==> src/rtl/focd_coder.sv <==
// flash converter output coder: constants package and the coder module
// assumes a single core clock; converter pins and strobes arrive synchronous to it
//
// The strobed register port and the register offsets were decided locally.
`timescale 1ns/1ns

//------------------------------------------------------------
// constants
//------------------------------------------------------------
package focd_pkg;
	localparam int       ADDR_W        = 8;
	localparam int       BUS_W         = 32;
	localparam int       DATA_W_DOC    = 8;
	localparam [7:0]     OFF_CTRL      = 8'h00;
	localparam [7:0]     OFF_STATUS    = 8'h04;
	localparam [7:0]     OFF_MASK      = 8'h08;
	localparam [7:0]     OFF_SAMPLE    = 8'h0C;
	localparam int       MODE_W        = 2;
	localparam [1:0]     MODE_TTL_TRUE = 2'h0;
	localparam [1:0]     MODE_TTL_COMP = 2'h1;
	localparam [1:0]     MODE_AC_TRUE  = 2'h2;
	localparam [1:0]     MODE_AC_COMP  = 2'h3;
	localparam [1:0]     CTRL_RESET    = 2'h0;
	localparam int       EVT_W         = 3;
	localparam int       ST_SAMPLE     = 0;
	localparam int       ST_UNDER      = 1;
	localparam int       ST_OVER       = 2;
	localparam [2:0]     STATUS_RESET  = 3'h0;
	localparam [2:0]     MASK_RESET    = 3'h0;
	localparam int       SAMPLE_FLAG   = 8;
	localparam [0:0]     TC_TWOS       = 1'h0;
endpackage

//------------------------------------------------------------
// coder
//------------------------------------------------------------
// Operation
// in the first single-ended mode a sample is taken on each rising edge of the true clock.
// in the second single-ended mode a sample is taken on each falling edge of the complementary clock.
// with the true clock driven by a small ac signal, sampling is on its rising transition.
// with the complementary clock driven by such a signal, sampling is on its falling transition.
// below the zero-code level the range flag is set and the code is all zeros, or 10000000 in two's complement.
// above full scale the range flag is set and the code is all ones, or 01111111 in two's complement.
// in range the flag is low and the binary word equals the step number 0 to 255, bit 7 most significant.
// the two's-complement word is the binary word with its top bit inverted.
// the sample word goes out on eight parallel data lines that can be floated.
// while the active-low chip enable is high, data lines and range flag are floated whatever the format select.
// with chip enable low the outputs are driven; format select low picks two's complement, high binary.
// data word and range flag are updated together once per selected sampling edge.
module focd_coder #(
	parameter int DATA_W = focd_pkg::DATA_W_DOC
) (
	input  wire logic                        i_core_clk,
	input  wire logic                        i_rst,
	input  wire logic                        i_ce,
	input  wire logic                        i_true_clock,
	input  wire logic                        i_complementary_clock,
	input  wire logic [DATA_W-1:0]           i_conv_code,
	input  wire logic                        i_below_zero,
	input  wire logic                        i_above_full,
	input  wire logic                        i_chip_enable_n,
	input  wire logic                        i_twos_complement_select_n,
	input  wire logic [focd_pkg::ADDR_W-1:0] i_addr,
	input  wire logic [focd_pkg::BUS_W-1:0]  i_wr_data,
	input  wire logic                        i_wr,
	input  wire logic                        i_rd,
	output logic      [focd_pkg::BUS_W-1:0]  o_rd_data,
	output logic      [DATA_W-1:0]           o_sample_word,
	output logic                             o_sample_word_oe,
	output logic                             o_range_flag,
	output logic                             o_range_flag_oe,
	output logic                             o_irq
);

	generate
		if (DATA_W < 2 || DATA_W > focd_pkg::SAMPLE_FLAG) begin : g_bad_width
			$error("sample width must lie between 2 and 8");
		end
	endgenerate

	//------------------------------------------------------------
	// functions
	//------------------------------------------------------------
	// true-side modes take rising true edges, the others falling complementary edges
	function automatic logic edge_for_mode(
		input logic [focd_pkg::MODE_W-1:0] mode,
		input logic                        rise_true,
		input logic                        fall_comp
	);
		logic hit;
		hit = fall_comp;
		if (mode == focd_pkg::MODE_TTL_TRUE || mode == focd_pkg::MODE_AC_TRUE) begin
			hit = rise_true;
		end
		return hit;
	endfunction

	// output format: invert only the top bit for two's complement
	function automatic logic [DATA_W-1:0] format_code(
		input logic [DATA_W-1:0] raw,
		input logic              tc_n
	);
		logic [DATA_W-1:0] word;
		word = raw;
		if (tc_n == focd_pkg::TC_TWOS) begin
			word[DATA_W-1] = ~raw[DATA_W-1];
		end
		return word;
	endfunction

	//------------------------------------------------------------
	// state
	//------------------------------------------------------------
	logic                        true_q;
	logic                        comp_q;
	logic [DATA_W-1:0]           raw_code;
	logic                        raw_flag;
	logic [focd_pkg::MODE_W-1:0] clk_mode;
	logic [focd_pkg::EVT_W-1:0]  status;
	logic [focd_pkg::EVT_W-1:0]  mask;

	//------------------------------------------------------------
	// sampling edge and code
	//------------------------------------------------------------
	wire                         rise_true;
	wire                         fall_comp;
	wire                         take;
	wire  [DATA_W-1:0]           next_code;
	wire                         next_flag;

	assign rise_true = i_true_clock & ~true_q;
	assign fall_comp = ~i_complementary_clock & comp_q;
	assign take      = edge_for_mode(clk_mode, rise_true, fall_comp);
	assign next_code = i_below_zero ? '0
	                 : i_above_full ? '1
	                 : i_conv_code;
	assign next_flag = i_below_zero | i_above_full;

	always_ff @(posedge i_core_clk) begin
		if (i_rst) begin
			true_q   <= 1'b1; // a pin already high at release is no edge
			comp_q   <= 1'b0;
			raw_code <= '0;
			raw_flag <= 1'b0;
		end else if (i_ce) begin
			true_q <= i_true_clock;
			comp_q <= i_complementary_clock;
			if (take) begin
				raw_code <= next_code;
				raw_flag <= next_flag;
			end
		end
	end

	//------------------------------------------------------------
	// output pins
	//------------------------------------------------------------
	always_ff @(posedge i_core_clk) begin
		if (i_rst) begin
			o_sample_word    <= '0;
			o_range_flag     <= 1'b0;
			o_sample_word_oe <= 1'b0;
			o_range_flag_oe  <= 1'b0;
		end else if (i_ce) begin
			o_sample_word    <= format_code(raw_code, i_twos_complement_select_n);
			o_range_flag     <= raw_flag;
			o_sample_word_oe <= ~i_chip_enable_n;
			o_range_flag_oe  <= ~i_chip_enable_n;
		end
	end

	//------------------------------------------------------------
	// register port
	//------------------------------------------------------------
	wire                         hit_ctrl;
	wire                         hit_status;
	wire                         hit_mask;
	wire                         hit_sample;
	wire  [focd_pkg::EVT_W-1:0]  events;
	wire  [focd_pkg::EVT_W-1:0]  next_status;
	wire  [focd_pkg::BUS_W-1:0]  next_rd_data;
	wire  [focd_pkg::SAMPLE_FLAG-1:0] code_field;

	assign hit_ctrl    = i_addr == focd_pkg::OFF_CTRL;
	assign hit_status  = i_addr == focd_pkg::OFF_STATUS;
	assign hit_mask    = i_addr == focd_pkg::OFF_MASK;
	assign hit_sample  = i_addr == focd_pkg::OFF_SAMPLE;
	assign events      = {take & next_flag & ~i_below_zero, take & i_below_zero, take};
	// read clears, but a same-cycle event survives
	assign next_status = (status & ~{focd_pkg::EVT_W{i_rd & hit_status}}) | events;
	assign code_field  = focd_pkg::SAMPLE_FLAG'(raw_code);
	assign next_rd_data =
		!i_rd       ? '0 :
		hit_ctrl    ? {{(focd_pkg::BUS_W-focd_pkg::MODE_W){1'b0}}, clk_mode} :
		hit_status  ? {{(focd_pkg::BUS_W-focd_pkg::EVT_W){1'b0}}, status} :
		hit_mask    ? {{(focd_pkg::BUS_W-focd_pkg::EVT_W){1'b0}}, mask} :
		hit_sample  ? {{(focd_pkg::BUS_W-focd_pkg::SAMPLE_FLAG-1){1'b0}}, raw_flag, code_field} :
		'0;

	always_ff @(posedge i_core_clk) begin
		if (i_rst) begin
			clk_mode  <= focd_pkg::CTRL_RESET;
			mask      <= focd_pkg::MASK_RESET;
			status    <= focd_pkg::STATUS_RESET;
			o_irq     <= 1'b0;
			o_rd_data <= '0;
		end else if (i_ce) begin
			if (i_wr && hit_ctrl) begin
				clk_mode <= i_wr_data[focd_pkg::MODE_W-1:0];
			end
			if (i_wr && hit_mask) begin
				mask <= i_wr_data[focd_pkg::EVT_W-1:0];
			end
			status    <= next_status;
			o_irq     <= |(next_status & mask);
			o_rd_data <= next_rd_data;
		end
	end

	//------------------------------------------------------------
	// checks
	//------------------------------------------------------------
	property p_true_edge;
		@(posedge i_core_clk) disable iff (i_rst)
		(i_ce && clk_mode == focd_pkg::MODE_TTL_TRUE && i_true_clock && !true_q
		 && !i_below_zero && !i_above_full) |=> (raw_code == $past(i_conv_code));
	endproperty
	a_true_edge: assert property (p_true_edge) else $error("true rising edge not sampled");

	property p_comp_edge;
		@(posedge i_core_clk) disable iff (i_rst)
		(i_ce && clk_mode == focd_pkg::MODE_TTL_COMP && !i_complementary_clock && comp_q
		 && !i_below_zero && !i_above_full) |=> (raw_code == $past(i_conv_code));
	endproperty
	a_comp_edge: assert property (p_comp_edge) else $error("comp falling edge not sampled");

	property p_ac_true;
		@(posedge i_core_clk) disable iff (i_rst)
		(i_ce && clk_mode == focd_pkg::MODE_AC_TRUE && !(i_true_clock && !true_q))
		|=> $stable(raw_code) && $stable(raw_flag);
	endproperty
	a_ac_true: assert property (p_ac_true) else $error("sample off the true rising edge");

	property p_ac_comp;
		@(posedge i_core_clk) disable iff (i_rst)
		(i_ce && clk_mode == focd_pkg::MODE_AC_COMP && !(!i_complementary_clock && comp_q))
		|=> $stable(raw_code) && $stable(raw_flag);
	endproperty
	a_ac_comp: assert property (p_ac_comp) else $error("sample off the comp falling edge");

	property p_under;
		@(posedge i_core_clk) disable iff (i_rst)
		(i_ce && take && i_below_zero) |=> raw_flag && raw_code == '0
		##1 (!$past(i_ce) || !$past(i_twos_complement_select_n) || o_sample_word == '0);
	endproperty
	a_under: assert property (p_under) else $error("underflow code wrong");

	property p_over;
		@(posedge i_core_clk) disable iff (i_rst)
		(i_ce && take && i_above_full && !i_below_zero) |=> raw_flag && raw_code == '1;
	endproperty
	a_over: assert property (p_over) else $error("overflow code wrong");

	property p_in_range;
		@(posedge i_core_clk) disable iff (i_rst)
		(i_ce && take && !next_flag) |=> !raw_flag ##1 (!$past(i_ce) || !o_range_flag);
	endproperty
	a_in_range: assert property (p_in_range) else $error("range flag set in range");

	property p_twos;
		@(posedge i_core_clk) disable iff (i_rst)
		(i_ce && i_twos_complement_select_n == focd_pkg::TC_TWOS) |=>
		o_sample_word == {~$past(raw_code[DATA_W-1]), $past(raw_code[DATA_W-2:0])};
	endproperty
	a_twos: assert property (p_twos) else $error("two's complement word wrong");

	property p_float;
		@(posedge i_core_clk) disable iff (i_rst)
		(i_ce && i_chip_enable_n) |=> !o_sample_word_oe && !o_range_flag_oe;
	endproperty
	a_float: assert property (p_float) else $error("outputs driven while disabled");

	property p_drive;
		@(posedge i_core_clk) disable iff (i_rst)
		(i_ce && !i_chip_enable_n) |=> o_sample_word_oe && o_range_flag_oe;
	endproperty
	a_drive: assert property (p_drive) else $error("outputs floated while enabled");

	property p_together;
		@(posedge i_core_clk) disable iff (i_rst)
		($changed(raw_code) || $changed(raw_flag)) |-> $past(take) && $past(i_ce);
	endproperty
	a_together: assert property (p_together) else $error("sample changed without an edge");

	property p_binary;
		@(posedge i_core_clk) disable iff (i_rst)
		(i_ce && i_twos_complement_select_n != focd_pkg::TC_TWOS) |=> o_sample_word == $past(raw_code);
	endproperty
	a_binary: assert property (p_binary) else $error("binary word wrong");

	property p_flag_out;
		@(posedge i_core_clk) disable iff (i_rst)
		i_ce |=> o_range_flag == $past(raw_flag);
	endproperty
	a_flag_out: assert property (p_flag_out) else $error("flag out of step with word");

endmodule

==> config.mk <==
export PLATFORM = sky130hd
export DESIGN_NAME = focd_coder
export DESIGN_NICKNAME = d
export VERILOG_FILES = /design/src/rtl/focd_coder.sv
export SDC_FILE = /design/constraint.sdc
export NUM_CORES = 1
export LEC_CHECK = 0
export BUFFER_PORTS_ARGS = -buffer_cell sky130_fd_sc_hd__buf_2
export CORE_MARGIN = 3
export CORE_UTILIZATION = 46
export CTS_BUF_LIST = sky130_fd_sc_hd__clkbuf_8
export CTS_CLUSTER_DIAMETER = 150
export CTS_CLUSTER_SIZE = 10
export DETAILED_ROUTE_END_ITERATION = 8
export PLACE_DENSITY = 0.82
export SYNTH_ARGS = -nofsm -noshare
export SYNTH_HDL_FRONTEND = slang
export SYNTH_SLANG_ARGS = --single-unit
==> constraint.sdc <==
create_clock -name i_core_clk -period 2.75 [get_ports i_core_clk]
set_input_delay 0.275 -clock i_core_clk [delete_from_list [all_inputs] [get_ports i_core_clk]]
set_output_delay 0.275 -clock i_core_clk [all_outputs]
set_load 0.05 [all_outputs]
Yosys cells after proc, flatten, opt, wreduce, memory -nomap -nowiden
Index checks and enable logic that the tools add are counted.

storage, ports and cells
  register bits = 62
  output and inout port bits = 44
  logic and storage cells = 50

cells by class
  eq/ne operators = 4
  muxes and demuxes = 9
  bitwise logic cells = 16
  reduce and logical (&&, ||, !) cells = 9

operators by type and width
  cell                                                             count
  9-bit 2-to-1 mux                                                 5
  8-bit by 4-bit == test with 1-bit output, second input constant  2
  8-bit 2-to-1 mux                                                 2
  8-bit by 3-bit == test with 1-bit output, second input constant  1
  8-bit logical NOT                                                1
  1-bit bitwise AND                                                6
  3-bit bitwise AND                                                2
  2-bit AND reduction                                              3
  1-bit NOT                                                        5
  3-bit NOT                                                        1
  3-bit bitwise OR                                                 1
  3-bit OR reduction                                               1
  2-bit == test, second input constant                             1
  1-bit logical AND                                                2
  2-bit logical NOT                                                1
  1-bit 2-to-1 mux                                                 2
  1-bit logical OR                                                 1
  1-bit bitwise OR                                                 1

Logic depth before layout (Yosys ltp)
Gate-level depths: netlist of the first run.

  word-level depth = 8
  mapped depth = 5
  depth with buffers taken out = 4

Least setup slack after synthesis of the first run
Ideal clock, no wire load.

  kind = input to register
  from = input port i_addr[7] (netlist name)
  to = register o_rd_data[0] (netlist name)
  library setup time = 117 ps
  data arrival time = 1367 ps
  slack = 1266 ps
  stages on the path = 4
  buffers on the path = 0
  cell sequence = nor4_4 > nand2_2 > or4_1 > a32o_1

on the way
  cells in the longest elaborated chain, start to end = 6

RTL lines
  element                                   line  RTL
  from (decl)                               63    input wire logic [focd_pkg::ADDR_W-1:0] i_addr,
  8-bit by 4-bit == test with 1-bit output  187   assign hit_sample = i_addr == focd_pkg::OFF_SAMPLE;
  9-bit 2-to-1 mux                          197   hit_sample ? {{(focd_pkg::BUS_W-focd_pkg::SAMPLE_FLAG-1){1'b0}}, raw_flag, code_field} :
  9-bit 2-to-1 mux                          196   hit_mask ? {{(focd_pkg::BUS_W-focd_pkg::EVT_W){1'b0}}, mask} :
  9-bit 2-to-1 mux                          195   hit_status ? {{(focd_pkg::BUS_W-focd_pkg::EVT_W){1'b0}}, status} :
  9-bit 2-to-1 mux *                        194   hit_ctrl ? {{(focd_pkg::BUS_W-focd_pkg::MODE_W){1'b0}}, clk_mode} :
  9-bit 2-to-1 mux *                        193   !i_rd ? '0 :
  to (signal assigned)                      216   o_rd_data <= next_rd_data;
  to (decl)                                 67    output logic [focd_pkg::BUS_W-1:0] o_rd_data,

Mark *: on every way between the ends. The rest lies on a longest branch, timed or not.
A chain may end at the register's enable or synchronous reset.

Worst setup path in the final report of the first run
  from = register clk_mode[0] (netlist name)
  to = register raw_code[0] (netlist: code_field[0])

on the way
  cells in the longest elaborated chain, start to end = 4

RTL lines
  element                                             line  RTL
  from (decl)                                         118   logic [focd_pkg::MODE_W-1:0] clk_mode;
  from (signal assigned)                              202   clk_mode <= focd_pkg::CTRL_RESET;
  from (signal assigned)                              209   clk_mode <= i_wr_data[focd_pkg::MODE_W-1:0];
  2-bit == test or 2-bit logical NOT (tied branches)  92    if (mode == focd_pkg::MODE_TTL_TRUE || mode == focd_pkg::MODE_AC_TRUE) begin
  1-bit logical OR *                                  92
  1-bit 2-to-1 mux *                                  92
  2-bit AND reduction (no line) *                     -
  to (signal assigned)                                149   raw_code <= next_code;
  to (decl)                                           116   logic [DATA_W-1:0] raw_code;

Marked as above.

==> summary.txt, run 1 <==
Final setup viols: 0
DR DRC count: 0
Post-Place Cells: 302
global-route wire length before repair: 6865 um
depth of the most critical reg-to-reg path: 5
# nets final: 320
commonest non-fill, non-tap cell in the layout: nor2_1
DIE WIDTH: 69.86 um
Slew Limit Fails: 0
Max H-tree Level: 2
crit path cell chain: or3b_1 > a21oi_2 > buf_4 > mux2i_1 > nor2_1
post-synthesis register bit count: 39
CTS tree: done
status: complete, no violations
IO Port Bufs: 50
CP Launch Type: register
reg2reg end: code_field[0]$_SDFFE_PP0P_
row cnt: 22
Reg clk slew, reported paths: 0.07 ns
DRT iter0 DRCs: 95
Worst Max-Slew Pin Slew: 0.6967 ns
flop2flop setup slack: 1.23 ns
initial cell density of the core: 49.37%
register area share after synthesis: 41.63%
maxcap violations: 0
Reg area: 780.7 um^2
Die Span Y: 69.86 um
CTS Buf Count: 5
Hold Path End: o_range_flag_oe$_SDFFE_PP0P_
share of layout cells above drive strength 1: 24.05%
Leak: 0.001012 uW
I/O pin total: 103
routability cong.: 0.7806
worst path buffer plus inverter count: 1
Layout Cells excl Fill: 310
Final Hold Viols: 0
Vias: 1555
worst hold path stage count: 2
wire per inst: 12.95 um
GRT Total Usage: 17.28%
clock buffer depth: 2
Slowest cell on crit path: or3b_1
Routed Antenna Nets: 0
yosys warns: 0
final worst path period share: 55.42%
Max VDD drop: 0.0002781 V
Layout Skew: 0.001905 ns
critical path's top delay family: simple AND/OR/NAND/NOR gates
via/cell ratio: 5.016
cells after synthesis: 216
most frequent cells in the layout: nor2_1, buf_2, dfxtp_1, mux2i_1, conb_1
largest net degree at the start of global routing: 40
final wirelength: 4013 um
Worst EP required: 2.89 ns
Post-CTS Setup Bufs: 0
n_diodes: 0
Post-synth EDFFs: 0
critical path capture point type: register
Mapped Avg Cell Area: 8.683 um^2
Num Clock Sinks: 39
Power, Total: 1125 uW
crit path DAT: 1.67 ns
Max Freq: 656.1 MHz
Worst path max stage delay: 0.41 ns
vias in the first global route: 1465
fill cell count: 369
Worst Hold Launch: i_chip_enable_n
GRT overflow: 0
Multi-input gate area: 934.6 um^2
total core area: 3799 um^2
post-cts resize count: 0
TritonRoute pass-1 iters: 4
Slew HR: 53.56%
unrepaired setup endpoints after global routing: false
hold-fix buffers at CTS: 0
synth unique cells: 36
Main synth FF type: dfxtp_1
CTS Root Cell: clkbuf_8
initial antenna violation count: 0
Syn Std Cell Area: 1876 um^2
HP Class: in -> reg
maximum fanout along the worst path: 12
clk_lat worst skew: 0.28 ns
layout overhead on the synthesized area: 13.74%
kind of critical path: reg -> reg
Synth async-reset ratio: 0%
reg-to-reg startpoint: clk_mode[0]$_SDFFE_PP0P_
die area: 4880 um^2
pwr/cell area: 527.6 nW/um^2
Final TNS setup: 0 ns
post-route minimum period: 1.524 ns
hpwl dp: 2933 um
cells in the mapped netlist (2+ instances only):
library cell / n / area, um^2
a211oi_1: 3 / 22.52
a21oi_1: 11 / 55.05
a22o_1: 3 / 26.28
a32o_1: 2 / 20.02
buf_1: 2 / 7.510
buf_2: 2 / 10.01
buf_4: 25 / 187.7
clkbuf_1: 7 / 26.28
dfxtp_1: 39 / 780.8
inv_1: 2 / 7.510
mux2i_1: 24 / 240.2
nand2_1: 9 / 33.78
nand3b_1: 2 / 15.01
nand4_1: 10 / 62.56
nor2_1: 51 / 191.4
nor2b_1: 2 / 12.51
o21ai_0: 2 / 10.01
or4_1: 2 / 15.01
layout make-up:
cell class	count	share of cell area (%)
clock buffer	5	3.226
clock inverter	3	0.5865
inverter	3	0.5279
multi-input combinational	160	43.81
sequential	39	36.60
tap	48	2.815
timing repair buffer	52	12.43
worst max-delay path by stage:
stage                                        start                    endpoint  slack, ns  depth (start not counted)
after floorplan                          i_addr[7]   o_rd_data[0]$_SDFFE_PP0P_       1.27                          4
after global placement                   i_addr[7]   o_rd_data[1]$_SDFFE_PP0P_       1.03                          5
after detailed placement                 i_addr[7]   o_rd_data[1]$_SDFFE_PP0P_       0.99                          5
after CTS                 clk_mode[0]$_SDFFE_PP0P_  code_field[2]$_SDFFE_PP0P_       1.22                          5
after global routing      clk_mode[0]$_SDFFE_PP0P_  code_field[1]$_SDFFE_PP0P_       1.12                          5
final                     clk_mode[0]$_SDFFE_PP0P_  code_field[0]$_SDFFE_PP0P_       1.23                          5
layer usage:
| layer | GRT usage, % | share of wire [%] |
|---|---|---|
| met2 | 27.28 | 47 |
| met3 | 4.029 | 7.3 |
| met1 | 23.02 | 44 |
| met5 | 0 | 0 |
| met4 | 6.170 | 1.8 |
stage by stage:
stage | instance area (um^2) | utilization [%] | hold WS [ns] | setup WS [ns]
global route | 2133 | 56.16 | 0.1566 | 1.121
global placement | 2052 | 54.02 | 0.4449 | 1.028
finish | 2133 | 56.16 | 0.1623 | 1.226
CTS | 2133 | 56.16 | 0.1508 | 1.217
detailed placement | 2052 | 54.02 | 0.4512 | 0.9871
floorplan | 1958 | - | 0.3742 | 1.266
sequential cells by signal (all words and copies together), names as in the netlist, 2 cells and up:
signal,count
o_rd_data,9
status,3
clk_mode,2
o_sample_word,8
mask,3
code_field,8
report_power, final:
part	internal (uW)	leakage [uW]	switching (uW)	total [uW]
sequential	575	0.000316	6.90	582
clock	170	0.0000505	186	356
combinational	43.4	0.000645	144	188
cells by family (layout without fill, tap and decap cells):
kind of cell,count (synthesis),count (layout),share of synthesized area (%)
simple gates,84,84,21.48
flops,39,39,41.63
buf+inv,39,63,12.94
compound gates,27,27,9.874
mux,25,25,13.41
other cells,1,23,0.1999
xor+xnor,1,1,0.4671
Power figures use the tool's default switching activity.
==> inputs of run 2 (changes only) <==
==> constraint.sdc (replaced) <==
create_clock -name i_core_clk -period 1.6 [get_ports i_core_clk]
set_input_delay 0.16 -clock i_core_clk [delete_from_list [all_inputs] [get_ports i_core_clk]]
set_output_delay 0.16 -clock i_core_clk [all_outputs]
set_load 0.05 [all_outputs]
==> run 2 against run 1 <==
Against the previous run: critical path depth did not move; via count is 0.84% higher; sequential cell count unchanged; largest cell class unchanged; cell count is 1.6% higher; worst setup slack got worse by 1.1 ns.
==> summary.txt, run 2 (synthesized netlist as in run 1, its figures left out) <==
crit path DAT: 1.63 ns (was 1.67 ns)
reg2reg end: code_field[0]$_SDFFE_PP0P_ (unchanged)
Max Freq: 683.9 MHz (was 656.1 MHz)
vias in the first global route: 1357 (was 1465)
crit path cell chain: or3b_1 > a21oi_2 > buf_12 > mux2i_1 > nor2_1 (was or3b_1 > a21oi_2 > buf_4 > mux2i_1 > nor2_1)
Post-CTS Setup Bufs: 0 (unchanged)
wire per inst: 12.52 um (was 12.95 um)
die area: 4880 um^2 (unchanged)
Die Span Y: 69.86 um (unchanged)
CP Launch Type: register (unchanged)
hpwl dp: 3013 um (was 2933 um)
Layout Cells excl Fill: 315 (was 310)
n_diodes: 0 (unchanged)
initial cell density of the core: 49.37% (unchanged)
share of layout cells above drive strength 1: 26.22% (was 24.05%)
Leak: 0.001048 uW (was 0.001012 uW)
Routed Antenna Nets: 0 (unchanged)
Final setup viols: 0 (unchanged)
commonest non-fill, non-tap cell in the layout: nor2_1 (unchanged)
largest net degree at the start of global routing: 26 (was 40)
DRT iter0 DRCs: 69 (was 95)
Sw Share: 28.39% (was 29.91%)
routability cong.: 0.8143 (was 0.7806)
Slew Limit Fails: 0 (unchanged)
unrepaired setup endpoints after global routing: false (unchanged)
Comb pwr share: 15.4% (was 16.7%)
initial antenna violation count: 0 (unchanged)
CTS Root Cell: clkbuf_8 (unchanged)
clock share of power: 37.9% (was 31.6%)
Max VDD drop: 0.0008252 V (was 0.0002781 V)
max reg flops: 9 (unchanged)
worst hold path stage count: 2 (unchanged)
P_sw: 608.2 uW (was 336.6 uW)
IO Port Bufs: 50 (unchanged)
reg-to-reg startpoint: true_q$_SDFFE_PP1P_ (was clk_mode[0]$_SDFFE_PP0P_)
via/cell ratio: 4.978 (was 5.016)
fill cell count: 352 (was 369)
Sequential Power Share: 46.7% (was 51.7%)
clk_lat worst skew: 0.29 ns (was 0.28 ns)
Max H-tree Level: 2 (unchanged)
HP Class: in -> reg (unchanged)
status: complete, no violations (unchanged)
GRT overflow: 0 (unchanged)
Reg area: 780.7 um^2 (unchanged)
Worst path max stage delay: 0.42 ns (was 0.41 ns)
Vias: 1568 (was 1555)
depth of the most critical reg-to-reg path: 5 (unchanged)
Reg clk slew, reported paths: 0.07 ns (about the same)
GRT Total Usage: 16.15% (was 17.28%)
final worst path period share: 91.38% (was 55.42%)
Hold Path End: o_range_flag_oe$_SDFFE_PP0P_ (unchanged)
row cnt: 22 (unchanged)
Post-Place Cells: 307 (was 302)
Worst EP required: 1.77 ns (was 2.89 ns)
pwr/cell area: 967.2 nW/um^2 (was 527.6 nW/um^2)
hold-fix buffers at CTS: 0 (unchanged)
layout overhead on the synthesized area: 18.08% (was 13.74%)
Layout Skew: 0.009107 ns (was 0.001905 ns)
critical path capture point type: register (unchanged)
DR DRC count: 0 (unchanged)
global-route wire length before repair: 6396 um (was 6865 um)
Num Clock Sinks: 39 (unchanged)
post-cts resize count: 0 (unchanged)
# nets final: 325 (was 320)
post-route minimum period: 1.462 ns (was 1.524 ns)
Hold Worst Slack: 0.04947 ns (was 0.1623 ns)
fin util: 58.30% (was 56.16%)
total core area: 3799 um^2 (unchanged)
most frequent cells in the layout: nor2_1, buf_2, dfxtp_1, mux2i_1, conb_1 (unchanged)
DIE WIDTH: 69.86 um (unchanged)
maxcap violations: 0 (unchanged)
Internal: 1534 uW (was 788.8 uW)
Final Hold Viols: 0 (unchanged)
clock buffer depth: 2 (unchanged)
maximum fanout along the worst path: 12 (unchanged)
flop2flop setup slack: 0.14 ns (was 1.23 ns)
Multi-input gate area: 934.6 um^2 (unchanged)
TritonRoute pass-1 iters: 4 (unchanged)
kind of critical path: reg -> reg (unchanged)
final instance area: 2215 um^2 (was 2133 um^2)
DP Area: 2102 um^2 (was 2052 um^2)
CTS tree: done (unchanged)
final wirelength: 3943 um (was 4013 um)
Slowest cell on crit path: or3b_1 (unchanged)
Final TNS setup: 0 ns (unchanged)
I/O pin total: 103 (unchanged)
Worst Hold Launch: i_chip_enable_n (unchanged)
Biggest register: o_rd_data (unchanged)
CTS Buf Count: 5 (unchanged)
[run 2: metrics by stage]
stage	total power (uW)	worst slack, ns
2_1_floorplan	1316	0.1520
3_3_place_gp	1346	0.1474
3_5_place_dp	1351	0.1427
4_1_cts	2159	0.1329
5_1_grt	2235	0.06131
6_report	2142	0.1379
[run 2: layout make-up]
class                      count  share of cell area [%]
timing repair buffer          57                   14.24
clock inverter                 3                   1.977
clock buffer                   5                   3.107
sequential                    39                   35.25
tap                           48                   2.712
multi-input combinational    160                   42.20
inverter                       3                  0.5085
[run 2: layer usage]
layer	wire length (um)	GRT usage, %
met1	1808	21.55
met4	59	7.021
met3	323	3.885
met2	1752	24.76
met5	0	0
[run 2: how the worst max path moves through the flow]
| stage | depth (start not counted) | from | endpoint |
|---|---|---|---|
| floorplan | 5 | clk_mode[0]$_SDFFE_PP0P_ | code_field[1]$_SDFFE_PP0P_ |
| detailed placement | 5 | true_q$_SDFFE_PP1P_ | code_field[0]$_SDFFE_PP0P_ |
| CTS | 5 | true_q$_SDFFE_PP1P_ | code_field[0]$_SDFFE_PP0P_ |
| finish | 5 | true_q$_SDFFE_PP1P_ | code_field[0]$_SDFFE_PP0P_ |
| global route | 5 | true_q$_SDFFE_PP1P_ | code_field[0]$_SDFFE_PP0P_ |
| global placement | 5 | i_addr[7] | o_rd_data[1]$_SDFFE_PP0P_ |
[run 2: power by group through the flow]
stage	Combinational, uW	Sequential, uW	Clock, uW
after floorplan	274	1040	0
after global placement	325	1020	0
after detailed placement	328	1020	0
after CTS	329	999	830
after global routing	352	1000	880
final	330	999	812
[run 2: critical path, delay by kind of cell, from the launching register on]
kind	cells	cell delay, ns
AO/OA/AOI/OAI	1	0.20
buffers and inverters	1	0.16
flip-flops	1	0.31
multiplexers	1	0.20
AND/OR/NAND/NOR	2	0.48
